## config.mk

```make
export PLATFORM = sky130hd
export DESIGN_NAME = e1_irq_ccs_ctl
export DESIGN_NICKNAME = d
export VERILOG_FILES = /design/src/verilog/e1_irq_pkg.sv /design/src/verilog/e1_irq_ccs_ctl.sv
export SDC_FILE = /design/constraint.sdc
export NUM_CORES = 1
export LEC_CHECK = 0
export BUFFER_PORTS_ARGS = -buffer_cell sky130_fd_sc_hd__buf_2
export CORE_MARGIN = 5
export CORE_UTILIZATION = 55
export DETAILED_ROUTE_END_ITERATION = 10
export GPL_ROUTABILITY_DRIVEN = 0
export HOLD_SLACK_MARGIN = 0.03
export PLACE_DENSITY = 0.77
export SLEW_MARGIN = 25
export SYNTH_ARGS = -nofsm -noshare
export SYNTH_HDL_FRONTEND = slang
export SYNTH_SLANG_ARGS = --single-unit
```

## constraint.sdc

```tcl
create_clock -name ref_clk -period 3.6 [get_ports ref_clk]
set_clock_uncertainty 0.1 [all_clocks]
set_input_delay 0.54 -clock ref_clk [delete_from_list [all_inputs] [get_ports ref_clk]]
set_output_delay 0.54 -clock ref_clk [all_outputs]
set_load 0.02 [all_outputs]
```

## src/verilog/e1_irq_pkg.sv

```systemverilog
// What this block does
// RULE1 - counter clear bit at one clears all status counters and holds them at zero
// RULE2 - nibble position bit picks upper or lower half of each slot for signalling nibbles
// RULE3 - common channel select takes bits from signalling input, shifts received ones out
// RULE4 - transmit common channel clock is 4 MHz divided to 64 kHz, channel aligned
// RULE5 - receive common channel clock follows line clock, driven out while select is set
// RULE6 - mask word zero unmasks with zero; frame sync loss sets vector bit 7
// RULE7 - remote alarm, all ones, slot 16 all ones, signal loss set vector bit 6
// RULE8 - frame alignment signal error sets vector bit 5 when unmasked by zero
// RULE9 - bipolar violation counter wrap sets vector bit 4 when unmasked by zero
// RULE10 - controlled frame slip sets vector bit 2 when unmasked by zero
// RULE11 - words one to three unmask with one; remote, local CRC, violation, test errors bit 5
// RULE12 - two consecutive errored alignment signals set vector bit 5
// RULE13 - A one and E zero held over 10 ms fires first alarm interrupt
// RULE14 - that condition lasting over 10 ms but under 450 ms fires second interrupt
// RULE15 - any received ABCD bit change sets vector bit 0
// RULE16 - E-bit, CRC, alignment error, bit error, multiframe counter overflow set bit 4
// RULE17 - any change of CRC alignment status sets vector bit 3
// RULE18 - jitter FIFO within four bytes of over or underflow sets vector bit 2
// RULE19 - auxiliary pattern status going high sets vector bit 6
// RULE20 - signalling or CRC multiframe sync loss sets vector bit 7
// RULE21 - remote signalling multiframe alarm sets vector bit 7
// RULE22 - one second, first and second timer rising edges set vector bit 3
// RULE23 - any toggle of acknowledge bit clears pending interrupts, output returns high
// RULE24 - suspend bit floats the interrupt output and ignores all sources
// RULE25 - a deselected link controller has all its interrupts masked
// RULE26 - unmasked events latch into the vector and hold the output low until acknowledged
// RULE27 - masks gate only interrupts; status and counters keep running
package e1_irq_pkg;
  localparam int ADDR_W = 5;
  localparam int DATA_W = 8;
  localparam logic [ADDR_W-1:0] ADDR_SIG_CTL = 5'h1A;
  localparam logic [ADDR_W-1:0] ADDR_MASK0 = 5'h1B;
  localparam logic [ADDR_W-1:0] ADDR_MASK1 = 5'h1C;
  localparam logic [ADDR_W-1:0] ADDR_MASK2 = 5'h1D;
  localparam logic [ADDR_W-1:0] ADDR_MASK3 = 5'h1E;
  localparam int CTL_COUNTER_CLEAR_CTL = 2;
  localparam int CTL_MSN = 1;
  localparam int CTL_CCS = 0;
  localparam logic [DATA_W-1:0] CTL_RESET = 8'h00;
  localparam logic [DATA_W-1:0] MASK0_RESET = 8'hFF;
  localparam logic [DATA_W-1:0] MASKN_RESET = 8'h00;
  localparam int GRP_SIG = 0;
  localparam int GRP_LINK = 1;
  localparam int GRP_SLIP = 2;
  localparam int GRP_STATUS = 3;
  localparam int GRP_WRAP = 4;
  localparam int GRP_ERROR = 5;
  localparam int GRP_ALARM = 6;
  localparam int GRP_SYNC = 7;
  localparam int EVT_COUNT = 32;
  // index 0 is mask word three bit 0, index 31 is mask word zero bit 7
  localparam int EVT_GROUP [EVT_COUNT] = '{
    GRP_SIG, GRP_STATUS, GRP_STATUS, GRP_STATUS, GRP_SYNC, GRP_SIG, GRP_SYNC, GRP_SYNC,
    GRP_WRAP, GRP_ALARM, GRP_WRAP, GRP_SLIP, GRP_WRAP, GRP_STATUS, GRP_WRAP, GRP_WRAP,
    GRP_SIG, GRP_ERROR, GRP_ERROR, GRP_ERROR, GRP_ERROR, GRP_ERROR, GRP_ERROR, GRP_ERROR,
    GRP_SLIP, GRP_WRAP, GRP_ERROR, GRP_ALARM, GRP_ALARM, GRP_ALARM, GRP_ALARM, GRP_SYNC};
  localparam int CLK_KHZ = 125000;
  localparam int RAI_MIN_MS = 10;
  localparam int RAI_MAX_MS = 450;
  localparam int RAI_CNT_W = 27;
  localparam logic [RAI_CNT_W-1:0] RAI_MIN_COUNT = RAI_CNT_W'(RAI_MIN_MS * CLK_KHZ);
  localparam logic [RAI_CNT_W-1:0] RAI_MAX_COUNT = RAI_CNT_W'(RAI_MAX_MS * CLK_KHZ);
  localparam int C4_CNT_W = 9;
  localparam int LINE_CNT_W = 8;
  localparam int CCS_TX_BIT = 5;
  localparam int CCS_RX_BIT = 4;
  localparam int SLOT_LSB = 4;
  localparam int HALF_BIT = 3;
  localparam logic [1:0] CCS_RISE_CHAN = 2'h2;
  localparam logic [1:0] NIBBLE_LAST = 2'h3;
  typedef struct packed {
    logic csN;
    logic rdN;
    logic wrN;
    logic [ADDR_W-1:0] addr;
    logic [DATA_W-1:0] data;
    logic c4;
    logic frameN;
    logic sigIn;
    logic lineClk;
    logic lineFrame;
  } pins_s;
  localparam pins_s PINS_IDLE = '{csN: 1'b1, rdN: 1'b1, wrN: 1'b1, frameN: 1'b1, default: '0};
endpackage
```

## src/verilog/e1_irq_ccs_ctl.sv

```systemverilog
`timescale 1ns/100ps
module e1_irq_ccs_ctl #(
  parameter logic [e1_irq_pkg::RAI_CNT_W-1:0] RAI_MIN_CYCLES = e1_irq_pkg::RAI_MIN_COUNT,
  parameter logic [e1_irq_pkg::RAI_CNT_W-1:0] RAI_MAX_CYCLES = e1_irq_pkg::RAI_MAX_COUNT
) (
  input wire logic ref_clk,
  input wire logic rst,
  input wire logic busCsN,
  input wire logic busRdN,
  input wire logic busWrN,
  input wire logic [e1_irq_pkg::ADDR_W-1:0] busAddr,
  input wire logic [e1_irq_pkg::DATA_W-1:0] busDataIn,
  output logic [e1_irq_pkg::DATA_W-1:0] busDataOut,
  output logic busDataOe,
  input wire logic backplane4mhzClockIn,
  input wire logic backplaneFrameN,
  input wire logic signallingSerialIn,
  output logic signallingSerialOut,
  output logic signallingSerialOe,
  input wire logic lineClockIn,
  input wire logic lineFrameIn,
  output logic rxCcsClockOut,
  output logic rxCcsClockOe,
  input wire logic rxCcsBit,
  input wire logic [3:0] rxAbcdNibble,
  output logic txCcsBit,
  output logic txCcsStrobe,
  output logic [3:0] txAbcdNibble,
  output logic txAbcdStrobe,
  output logic statusCounterClear,
  input wire logic frameSyncLoss,
  input wire logic remoteAlarm,
  input wire logic allOnesAlarm,
  input wire logic ts16AllOnes,
  input wire logic signalLoss,
  input wire logic frameErrorEvt,
  input wire logic bpvCounterWrap,
  input wire logic slipEvt,
  input wire logic remoteCrcErrorEvt,
  input wire logic localCrcErrorEvt,
  input wire logic doubleFasErrorEvt,
  input wire logic bipolarViolationEvt,
  input wire logic rxAbitOne,
  input wire logic rxEbitsZero,
  input wire logic testBitErrorEvt,
  input wire logic abcdChangeEvt,
  input wire logic ebitCounterWrap,
  input wire logic crcCounterWrap,
  input wire logic crcAlignStatus,
  input wire logic fasCounterWrap,
  input wire logic jitterFifoNearLimit,
  input wire logic testErrorCounterWrap,
  input wire logic auxPatternStatus,
  input wire logic crcMultiframeWrap,
  input wire logic sigMultiframeLoss,
  input wire logic crcMultiframeLoss,
  input wire logic remoteMultiframeAlarm,
  input wire logic oneSecondStatus,
  input wire logic firstTimerStatus,
  input wire logic secondTimerStatus,
  input wire logic hdlc0Select,
  input wire logic hdlc1Select,
  input wire logic hdlc0Evt,
  input wire logic hdlc1Evt,
  input wire logic irqAckToggle,
  input wire logic irqSuspend,
  output logic irqN,
  output logic irqOe,
  output logic [7:0] irqVector
);

  localparam int LVL_W = 14;

  typedef struct packed {
    e1_irq_pkg::pins_s meta;
    e1_irq_pkg::pins_s sync;
    logic c4Prev;
    logic lineClkPrev;
    logic [7:0] ctl;
    logic [7:0] mask0;
    logic [7:0] mask1;
    logic [7:0] mask2;
    logic [7:0] mask3;
    logic [LVL_W-1:0] lvlPrev;
    logic ackPrev;
    logic [e1_irq_pkg::RAI_CNT_W-1:0] raiCnt;
    logic [e1_irq_pkg::C4_CNT_W-1:0] c4Cnt;
    logic [e1_irq_pkg::LINE_CNT_W-1:0] lineCnt;
    logic txCcsClk;
    logic rxCcsClk;
    logic rxCcsOe;
    logic sigOut;
    logic sigOe;
    logic txBit;
    logic txBitStrobe;
    logic [3:0] txShift;
    logic [3:0] txNibble;
    logic txNibbleStrobe;
    logic [7:0] dataOut;
    logic dataOe;
    logic irqN;
    logic irqOe;
    logic [7:0] vector;
    logic counter_clear_ctl;
  } state_s;

  state_s st_r;
  state_s st_nxt;
  e1_irq_pkg::pins_s pinsNow;
  logic [LVL_W-1:0] lvlNow;
  logic [LVL_W-1:0] lvlRise;
  logic crcAlignChange;
  logic raiCond;
  logic raiLongEvt;
  logic raiWindowEvt;
  logic [e1_irq_pkg::EVT_COUNT-1:0] rawEvt;
  logic [e1_irq_pkg::EVT_COUNT-1:0] unmasked;
  logic hdlcEvt;
  logic [7:0] newSet;
  logic ackToggle;
  logic c4Rise;
  logic lineRise;
  logic validHalf;

  function automatic logic addrHit(input logic [e1_irq_pkg::ADDR_W-1:0] a);
    addrHit = (a >= e1_irq_pkg::ADDR_SIG_CTL) && (a <= e1_irq_pkg::ADDR_MASK3);
  endfunction

  assign pinsNow = '{csN: busCsN, rdN: busRdN, wrN: busWrN, addr: busAddr, data: busDataIn,
                     c4: backplane4mhzClockIn, frameN: backplaneFrameN,
                     sigIn: signallingSerialIn, lineClk: lineClockIn, lineFrame: lineFrameIn};

  always_comb
  begin
    st_nxt = st_r;
    // pins pass two flops; only the second stage is looked at
    st_nxt.meta = pinsNow;
    st_nxt.sync = st_r.meta;

    // writes follow the data for as long as the strobe is held, so the
    // value present when the strobe ends is what stays
    if (!st_r.sync.csN && !st_r.sync.wrN && addrHit(st_r.sync.addr))
    begin
      case (st_r.sync.addr)
        e1_irq_pkg::ADDR_SIG_CTL: st_nxt.ctl = st_r.sync.data;
        e1_irq_pkg::ADDR_MASK0: st_nxt.mask0 = st_r.sync.data;
        e1_irq_pkg::ADDR_MASK1: st_nxt.mask1 = st_r.sync.data;
        e1_irq_pkg::ADDR_MASK2: st_nxt.mask2 = st_r.sync.data;
        e1_irq_pkg::ADDR_MASK3: st_nxt.mask3 = st_r.sync.data;
        default: st_nxt.ctl = st_r.ctl;
      endcase
    end
    st_nxt.dataOe = !st_r.sync.csN && !st_r.sync.rdN && addrHit(st_r.sync.addr);
    case (st_r.sync.addr)
      e1_irq_pkg::ADDR_SIG_CTL: st_nxt.dataOut = st_r.ctl;
      e1_irq_pkg::ADDR_MASK0: st_nxt.dataOut = st_r.mask0;
      e1_irq_pkg::ADDR_MASK1: st_nxt.dataOut = st_r.mask1;
      e1_irq_pkg::ADDR_MASK2: st_nxt.dataOut = st_r.mask2;
      e1_irq_pkg::ADDR_MASK3: st_nxt.dataOut = st_r.mask3;
      default: st_nxt.dataOut = '0;
    endcase

    // only clears the counters; masks never touch them
    st_nxt.counter_clear_ctl = st_nxt.ctl[e1_irq_pkg::CTL_COUNTER_CLEAR_CTL]; // RULE1 RULE27

    // backplane timing, counted in 4 MHz periods from the frame pulse
    c4Rise = st_r.sync.c4 && !st_r.c4Prev;
    st_nxt.c4Prev = st_r.sync.c4;
    st_nxt.txBitStrobe = 1'b0;
    st_nxt.txNibbleStrobe = 1'b0;
    if (c4Rise)
    begin
      if (!st_r.sync.frameN)
      begin
        st_nxt.c4Cnt = '0;
      end
      else
      begin
        st_nxt.c4Cnt = st_r.c4Cnt + 1'b1;
      end
    end
    st_nxt.txCcsClk = st_nxt.c4Cnt[e1_irq_pkg::CCS_TX_BIT]; // RULE4
    // judged against the control value that stands beside the registered drive
    validHalf = st_nxt.c4Cnt[e1_irq_pkg::HALF_BIT] == !st_nxt.ctl[e1_irq_pkg::CTL_MSN]; // RULE2

    if (st_r.ctl[e1_irq_pkg::CTL_CCS])
    begin
      if (st_nxt.txCcsClk && !st_r.txCcsClk)
      begin
        st_nxt.txBit = st_r.sync.sigIn; // RULE3
        st_nxt.txBitStrobe = 1'b1;
      end
    end
    else if (c4Rise && st_nxt.c4Cnt[0] && validHalf)
    begin
      // sample mid-bit, nibble is complete on its fourth bit
      st_nxt.txShift = {st_r.txShift[2:0], st_r.sync.sigIn}; // RULE2
      if (st_nxt.c4Cnt[2:1] == e1_irq_pkg::NIBBLE_LAST)
      begin
        st_nxt.txNibble = st_nxt.txShift;
        st_nxt.txNibbleStrobe = 1'b1;
      end
    end

    // receive side timing from the extracted line clock
    lineRise = st_r.sync.lineClk && !st_r.lineClkPrev;
    st_nxt.lineClkPrev = st_r.sync.lineClk;
    if (lineRise)
    begin
      if (st_r.sync.lineFrame)
      begin
        st_nxt.lineCnt = '0;
      end
      else
      begin
        st_nxt.lineCnt = st_r.lineCnt + 1'b1;
      end
    end
    st_nxt.rxCcsOe = st_r.ctl[e1_irq_pkg::CTL_CCS]; // RULE5
    st_nxt.rxCcsClk = st_r.ctl[e1_irq_pkg::CTL_CCS] &&
                      st_nxt.lineCnt[e1_irq_pkg::CCS_RX_BIT]; // RULE5

    if (st_nxt.ctl[e1_irq_pkg::CTL_CCS])
    begin
      // change on the falling edge so the far end samples a settled bit
      st_nxt.sigOe = 1'b1;
      if (!st_nxt.rxCcsClk && st_r.rxCcsClk)
      begin
        st_nxt.sigOut = rxCcsBit; // RULE3
      end
    end
    else
    begin
      st_nxt.sigOe = validHalf; // RULE2
      st_nxt.sigOut = rxAbcdNibble[~st_nxt.c4Cnt[2:1]];
    end

    // events
    lvlNow = {frameSyncLoss, remoteAlarm, allOnesAlarm, ts16AllOnes, signalLoss,
              jitterFifoNearLimit, auxPatternStatus, sigMultiframeLoss, crcMultiframeLoss,
              remoteMultiframeAlarm, oneSecondStatus, firstTimerStatus, secondTimerStatus,
              crcAlignStatus};
    lvlRise = lvlNow & ~st_r.lvlPrev;
    crcAlignChange = lvlNow[0] ^ st_r.lvlPrev[0]; // RULE17
    st_nxt.lvlPrev = lvlNow;

    // the window event fires when the condition ends, the only point where
    // its length is known to be under the upper limit
    raiCond = rxAbitOne && rxEbitsZero;
    raiLongEvt = raiCond && (st_r.raiCnt == RAI_MIN_CYCLES); // RULE13
    raiWindowEvt = !raiCond && (st_r.raiCnt > RAI_MIN_CYCLES) &&
                   (st_r.raiCnt < RAI_MAX_CYCLES); // RULE14
    if (!raiCond)
    begin
      st_nxt.raiCnt = '0;
    end
    else if (st_r.raiCnt < RAI_MAX_CYCLES)
    begin
      st_nxt.raiCnt = st_r.raiCnt + 1'b1;
    end

    rawEvt = {lvlRise[13:9], frameErrorEvt, bpvCounterWrap, slipEvt, // RULE6 RULE7 RULE8 RULE9 RULE10
              remoteCrcErrorEvt, localCrcErrorEvt, doubleFasErrorEvt, bipolarViolationEvt, // RULE11 RULE12
              raiLongEvt, raiWindowEvt, testBitErrorEvt, abcdChangeEvt, // RULE15
              ebitCounterWrap, crcCounterWrap, crcAlignChange, fasCounterWrap, // RULE16
              lvlRise[8], testErrorCounterWrap, lvlRise[7], crcMultiframeWrap, // RULE18 RULE19
              lvlRise[6:5], 1'b0, lvlRise[4:1], 1'b0}; // RULE20 RULE21 RULE22
    unmasked = rawEvt & {~st_r.mask0, st_r.mask1, st_r.mask2, st_r.mask3}; // RULE6 RULE11
    newSet = '0;
    for (int i = 0; i < e1_irq_pkg::EVT_COUNT; i++)
    begin
      if (unmasked[i])
      begin
        newSet[e1_irq_pkg::EVT_GROUP[i]] = 1'b1;
      end
    end
    hdlcEvt = (hdlc0Evt && hdlc0Select) || (hdlc1Evt && hdlc1Select); // RULE25
    newSet[e1_irq_pkg::GRP_LINK] = newSet[e1_irq_pkg::GRP_LINK] || hdlcEvt;
    if (irqSuspend)
    begin
      newSet = '0; // RULE24
    end

    // an event in the acknowledge cycle survives the clear
    ackToggle = irqAckToggle ^ st_r.ackPrev;
    st_nxt.ackPrev = irqAckToggle;
    st_nxt.vector = (ackToggle ? 8'h00 : st_r.vector) | newSet; // RULE23 RULE26
    st_nxt.irqN = ~|st_nxt.vector; // RULE26
    st_nxt.irqOe = !irqSuspend; // RULE24
  end

  always_ff @(posedge ref_clk)
  begin
    if (rst)
    begin
      st_r <= '0;
      st_r.meta <= e1_irq_pkg::PINS_IDLE;
      st_r.sync <= e1_irq_pkg::PINS_IDLE;
      st_r.ctl <= e1_irq_pkg::CTL_RESET;
      st_r.mask0 <= e1_irq_pkg::MASK0_RESET;
      st_r.mask1 <= e1_irq_pkg::MASKN_RESET;
      st_r.mask2 <= e1_irq_pkg::MASKN_RESET;
      st_r.mask3 <= e1_irq_pkg::MASKN_RESET;
      st_r.irqN <= 1'b1;
      st_r.irqOe <= 1'b1;
    end
    else
    begin
      st_r <= st_nxt;
    end
  end

  assign busDataOut = st_r.dataOut;
  assign busDataOe = st_r.dataOe;
  assign signallingSerialOut = st_r.sigOut;
  assign signallingSerialOe = st_r.sigOe;
  assign rxCcsClockOut = st_r.rxCcsClk;
  assign rxCcsClockOe = st_r.rxCcsOe;
  assign txCcsBit = st_r.txBit;
  assign txCcsStrobe = st_r.txBitStrobe;
  assign txAbcdNibble = st_r.txNibble;
  assign txAbcdStrobe = st_r.txNibbleStrobe;
  assign statusCounterClear = st_r.counter_clear_ctl;
  assign irqN = st_r.irqN;
  assign irqOe = st_r.irqOe;
  assign irqVector = st_r.vector;
endmodule // e1_irq_ccs_ctl

```

; Word level (Yosys, flattened, before mapping)
; Index checks and enable logic that the tools add are counted.
[word_totals]
reg_bits = 178
out_inout_bits = 31
word_cells = 172
[op_classes]
n_addsub = 3
n_lt_le_gt_ge = 5
n_eq_ne = 9
muxes = 51
n_bitwise = 11
reduce_logical = 42
[op_table]
columns = operator, n
row1 = 8-bit two-way mux, 7
row2 = 8-bit case mux with 5 select lines, 1
row3 = 1-bit two-way mux, 36
row4 = 35-bit two-way mux, 1
row5 = 32-bit AND, 1
row6 = "27-bit by 1-bit adder with 27-bit output, second input constant", 1
row7 = "27-bit by 21-bit equality test with 1-bit output, second input constant", 1
row8 = "27-bit by 21-bit > comparator with 1-bit output, second input constant", 1
row9 = "27-bit by 26-bit less-than comparator with 1-bit output, second input constant", 1
row10 = "5-bit equality test, second input constant", 5
row11 = 1-bit logical AND, 18
row12 = 14-bit AND, 1
row13 = 14-bit NOT, 1
row14 = 2-bit AND reduction, 7
row15 = 1-bit zero test, 11
row16 = "9-bit by 1-bit adder with 9-bit output, second input constant", 1
row17 = 9-bit two-way mux, 1
row18 = "8-bit by 1-bit adder with 8-bit output, second input constant", 1
row19 = 8-bit NOT, 1
row20 = 8-bit bitwise OR, 1
row21 = 8-bit OR reduction, 1
row22 = 6-bit two-way mux, 1
row23 = "5-bit greater-or-equal comparator, second input constant", 1
row24 = "5-bit less-or-equal comparator, second input constant", 1
row25 = other kinds (15), 19

; Longest topological paths before layout
[depth]
word_depth = 17
mapped_depth = 8
depth_no_buf = 7

; Worst setup path after synthesis
; OpenSTA, ideal clock, no wires.
[synth_path]
path_kind = register -> register
startpoint = register st_r[152] in the netlist's numbering
endpoint = register st_r (netlist bit txAbcdNibble[0])
setup_ns = 0.116
arrival_ns = 1.841
t_required_ns = 3.384
setup_slack_ns = 1.543
stages_incl_launch_ff = 8
path_buffers = 1
period_less_slack_ns = 2.057
cell_sequence = dfxtp_1 > and4b_1 > buf_2 > nand2_2 > mux2i_1 > xor2_2 > or2_1 > a31o_2
[synth_between]
elab_chain_len = 8
elab_cells_between_ends = 11
classes_between = order compare: 2 / eq/ne: 2 / mux: 2 / reduce/logical: 5
[synth_rtl]
columns = element, line_no
row1 = start: declaration, e1_irq_ccs_ctl.sv:107  ; state_s st_r;
row2 = start signal: assignment, e1_irq_ccs_ctl.sv:309  ; st_r <= st_nxt;
row3 = 5-bit greater-or-equal comparator / 5-bit less-or-equal comparator (equally long branches), e1_irq_ccs_ctl.sv:126  ; addrHit = (a >= e1_irq_pkg::ADDR_SIG_CTL) && (a <= e1_irq_pkg::ADDR_MASK3);
row4 = 1-bit logical AND, e1_irq_ccs_ctl.sv:126
row5 = 1-bit logical AND, e1_irq_ccs_ctl.sv:142  ; if (!st_r.sync.csN && !st_r.sync.wrN && addrHit(st_r.sync.addr))
row6 = 35-bit two-way mux (*), e1_irq_ccs_ctl.sv:142
row7 = 1-bit zero test (*), e1_irq_ccs_ctl.sv:184  ; validHalf = st_nxt.c4Cnt[e1_irq_pkg::HALF_BIT] == !st_nxt.ctl[e1_irq_pkg::CTL_MSN];
row8 = 1-bit equality test (*), e1_irq_ccs_ctl.sv:184
row9 = 1-bit logical AND (*), e1_irq_ccs_ctl.sv:194  ; else if (c4Rise && st_nxt.c4Cnt[0] && validHalf)
row10 = 3-bit AND reduction (no line) (*), n/a
; Every way passes the cells marked *; elsewhere a longest branch is shown, timed or not.
; A chain may end at the register's enable or synchronous reset.

; Worst setup path after layout
[layout_path]
startpoint = register st_r[151] in the netlist's numbering
endpoint = register st_r[26] in the netlist's numbering
[layout_between]
elab_chain_len = 8
elab_cells_between_ends = 11
classes_between = order compare: 2 / eq/ne: 2 / mux: 2 / reduce/logical: 5
[layout_rtl]
columns = element, line_no
row1 = 5-bit greater-or-equal comparator / 5-bit less-or-equal comparator (equally long branches), e1_irq_ccs_ctl.sv:126
row2 = 1-bit logical AND, e1_irq_ccs_ctl.sv:126
row3 = 1-bit logical AND, e1_irq_ccs_ctl.sv:142
row4 = 35-bit two-way mux (*), e1_irq_ccs_ctl.sv:142
row5 = 1-bit zero test (*), e1_irq_ccs_ctl.sv:184
row6 = 1-bit equality test (*), e1_irq_ccs_ctl.sv:184
row7 = 1-bit logical AND (*), e1_irq_ccs_ctl.sv:194
row8 = 2-bit AND reduction (no line) (*), n/a
; Marks and branches as above.

==> key figures <==
Run status
  • Outcome: completed

Clock tree
  • Clk sink count: 170
  • Number of buffers added to fix hold violations after cts: 0
  • Post-CTS resize count: 0
  • CTS tree: built
  • Number of levels in the clock H-tree: 4
  • Count of buffers added by post-CTS timing repair for setup: 0
  • Clock latency of the later-clocked register in the worst-skew pair: 0.43 ns
  • Total CTS buffers: 17
  • Clk root buf: sky130_fd_sc_hd__clkbuf_16
  • Maximum root-to-sink buffer count: 2
  • Clock transition time at the flip-flop clock pins of the worst setup and hold paths: 0.07 ns

Drt
  • Total wire length: 16,400 um
  • Routed length per placed instance: 16.5 um
  • First-pass iteration count of the detailed router: 6
  • Vias post-DR: 5,572
  • Post-route DRC: 0
  • Count of nets left with antenna violations after detail routing: 0
  • Drt first-iter violations: 539
  • Via-per-instance ratio: 5.58

Placement
  • Port bufs: 94
  • Final HPWL from detailed placement: 11,700 um
  • Post-placement cell count: 966

Setup path
  • Class of the most critical setup path: reg -> reg
  • Type of destination of the critical path: flip-flop
  • Data required time of the critical path: 3.85 ns
  • CP max FO: 16
  • Worst Setup Start Kind: flip-flop
  • Arrival time at the worst endpoint: 3.03 ns

Global route
  • GRT Util Overall: 22.2%
  • Busiest grt layer: met2
  • Global-route met1 utilization: 26.4%
  • Global-route wire length before repair: 26,200 um
  • Largest net degree at the start of global routing: 89
  • Number of antenna violations at the first check in global routing: 0
  • Vias in the first global route: 5,526
  • Met3 global-route usage: 6.87%
  • GRT Residual Overflow: 0
  • Met2 track utilization from global routing: 37.5%

STA
  • Number of hold-slack violations in the final timing report: 0
  • Setup Viol. Count Final: 0
  • Shortest period the worst path allows: 2.79 ns
  • Share of the cycle needed by the critical path after routing: 77.4%
  • Setup TNS after final layout: 0 ns
  • Number of slew-limit violations in the final report: 0
  • Worst hold margin: 0.207 ns
  • FMAX: 359 MHz
  • Actual slew at the worst max-slew pin: 0.941 ns
  • Unrepaired setup endpoints after global routing: no
  • Remaining max-slew budget at the tightest pin: 37.0%

Synthesis
  • Post-synthesis cell area: 6920 um2
  • Number of distinct library cells after synthesis: 62
  • Main flop type after synthesis: sky130_fd_sc_hd__dfxtp_1
  • Cells after Synth: 753
  • Post-synthesis sequential area ratio: 49.2%
  • Number of nets in the synthesized netlist: 821
  • Share of flip-flops with an asynchronous set or reset: 0%
  • Syn Area/Cell: 9.19 um2
  • Number of enable-type register cells in the synthesized netlist: 0
  • Yosys warning total: 0
  • Post-synthesis register bit count: 170

Cells and area
  • Number of diodes: 0
  • Area used by multi-input combinational logic: 3180 um2
  • Nets: 881
  • Post-route insts no fill: 998
  • Layout cell share with drive strength beyond 1: 20.0%
  • Fraction of the core area covered by cells at the end of the flow: 63.6%
  • Most common library cell in the layout ignoring fill and taps: sky130_fd_sc_hd__dfxtp_1
  • Number of filler cells placed in the layout: 1,063
  • Commonest cells after routing, fill and taps aside: sky130_fd_sc_hd__dfxtp_1 (170), sky130_fd_sc_hd__buf_2 (93), sky130_fd_sc_hd__nor2_1 (83)
  • Register Area: 3400 um2
  • Area growth from synthesis to layout: 14.6%

Floorplan
  • Effective utilization at floorplan: 55.5%
  • Die boundary width: 122 um
  • Floorplan die area: 14,900 um2
  • Row cnt: 41
  • Die height: 122 um
  • Core region area: 12,500 um2
  • Boundary Pins: 95

Hold path
  • Hold WC Path Type: in -> reg

Power and ir drop
  • Peak supply drop: 0.326 mV
  • Static leakage power: 0.00317 uW
  • Power density relative to cell area: 484 nW/um2

Job
  • Max-cap violations: 0
[cells by family after synthesis]
kind of cell	count (synthesis)	synth area share [%]
flops	170	49.2
buf+inv	71	4.99
compound gates	107	9.96
simple gates	334	25.7
fa+ha+maj	4	0.723
mux	39	5.80
xor+xnor	28	3.65
[metrics by stage]
stage,instance area [um2],total power (uW),worst slack [ns]
finish,7930,3840,0.813
global route,7930,3960,0.630
CTS,7930,3860,0.837
detailed placement,7350,2120,0.890
global placement,7350,2110,0.983
floorplan,6920,2050,1.54
[report_power, final]
group	total (uW)	internal (uW)	switching (uW)	leakage (uW)
logic	134	61.1	72.4	0.00150
clock network	1760	1020	748	0.000281
registers	1940	1920	25.8	0.00138
[critical path: stages (launching register included)]
cell                      delay [ns]
sky130_fd_sc_hd__dfxtp_1        0.54
sky130_fd_sc_hd__and4b_1        0.63
sky130_fd_sc_hd__nand2_2        0.24
sky130_fd_sc_hd__mux2i_1        0.33
sky130_fd_sc_hd__xor2_2         0.21
sky130_fd_sc_hd__nor4_4         0.39
sky130_fd_sc_hd__mux2i_1        0.26
[final cells by class]
type | count | area share (%)
clock buffer | 21 | 5.93
tap | 172 | 2.71
inverter | 13 | 0.615
sequential | 170 | 42.9
multi-input combinational | 512 | 40.0
timing repair buffer | 99 | 6.44
clock inverter | 11 | 1.36
[cells in the mapped netlist, types with 3 or more instances]
cell type                  instances  area share, %
sky130_fd_sc_hd__a31oi_1           4           0.36
sky130_fd_sc_hd__clkbuf_1         29            1.6
sky130_fd_sc_hd__dfxtp_1         170             49
sky130_fd_sc_hd__nand2b_1          5           0.45
sky130_fd_sc_hd__nor3b_1           4           0.43
sky130_fd_sc_hd__mux2_2            9            1.5
sky130_fd_sc_hd__o32ai_1           3           0.38
sky130_fd_sc_hd__xnor2_1           4           0.51
sky130_fd_sc_hd__nand3b_1          6           0.65
sky130_fd_sc_hd__buf_1             6           0.33
sky130_fd_sc_hd__or2_2            10           0.90
sky130_fd_sc_hd__a21oi_1          39            2.8
sky130_fd_sc_hd__a22o_1            8            1.0
sky130_fd_sc_hd__ha_1              4           0.72
sky130_fd_sc_hd__nand2_1          55            3.0
sky130_fd_sc_hd__nand3_1          34            2.5
sky130_fd_sc_hd__and3_1           11           0.99
sky130_fd_sc_hd__nand4_1          22            2.0
sky130_fd_sc_hd__buf_4            20            2.2
sky130_fd_sc_hd__a22oi_1          14            1.5
sky130_fd_sc_hd__inv_1            12           0.65
sky130_fd_sc_hd__and2_1            8           0.72
sky130_fd_sc_hd__xor2_1           23            2.9
sky130_fd_sc_hd__nor4_1            3           0.27
sky130_fd_sc_hd__nor2_1           83            4.5
sky130_fd_sc_hd__o21ai_0          19            1.4
sky130_fd_sc_hd__nor3_1           17            1.2
sky130_fd_sc_hd__a31o_2            4           0.51
sky130_fd_sc_hd__nor2b_1          54            4.9
sky130_fd_sc_hd__mux2i_1          30            4.3
[sequential cells by signal, indices dropped and copies added (netlist names), 4 cells and up]
signal and flops:
txAbcdNibble 4, irqVector 8, st_nxt 24, busDataOut 8
st_r 116
[worst paths after layout]
path                       to  slack (ns)  depth (start not counted)       startpoint
hold / removal    st_nxt[140]        0.21                          2  backplaneFrameN
setup reg to reg     st_r[26]        0.81                          6        st_r[151]
setup / recovery     st_r[26]        0.81                          6        st_r[151]
hold reg to reg     st_r[156]        0.31                          1      st_nxt[156]
[routing by layer]
metal	vias to the layer above	wire length [um]	part of all wire (%)
met5	-	0	0
met1	2634	6820	41
met2	193	8040	49
met3	34	1220	7.4
li1	2711	-	-
met4	0	357	2.2
Note: power is estimated with default switching activity, not from simulation.
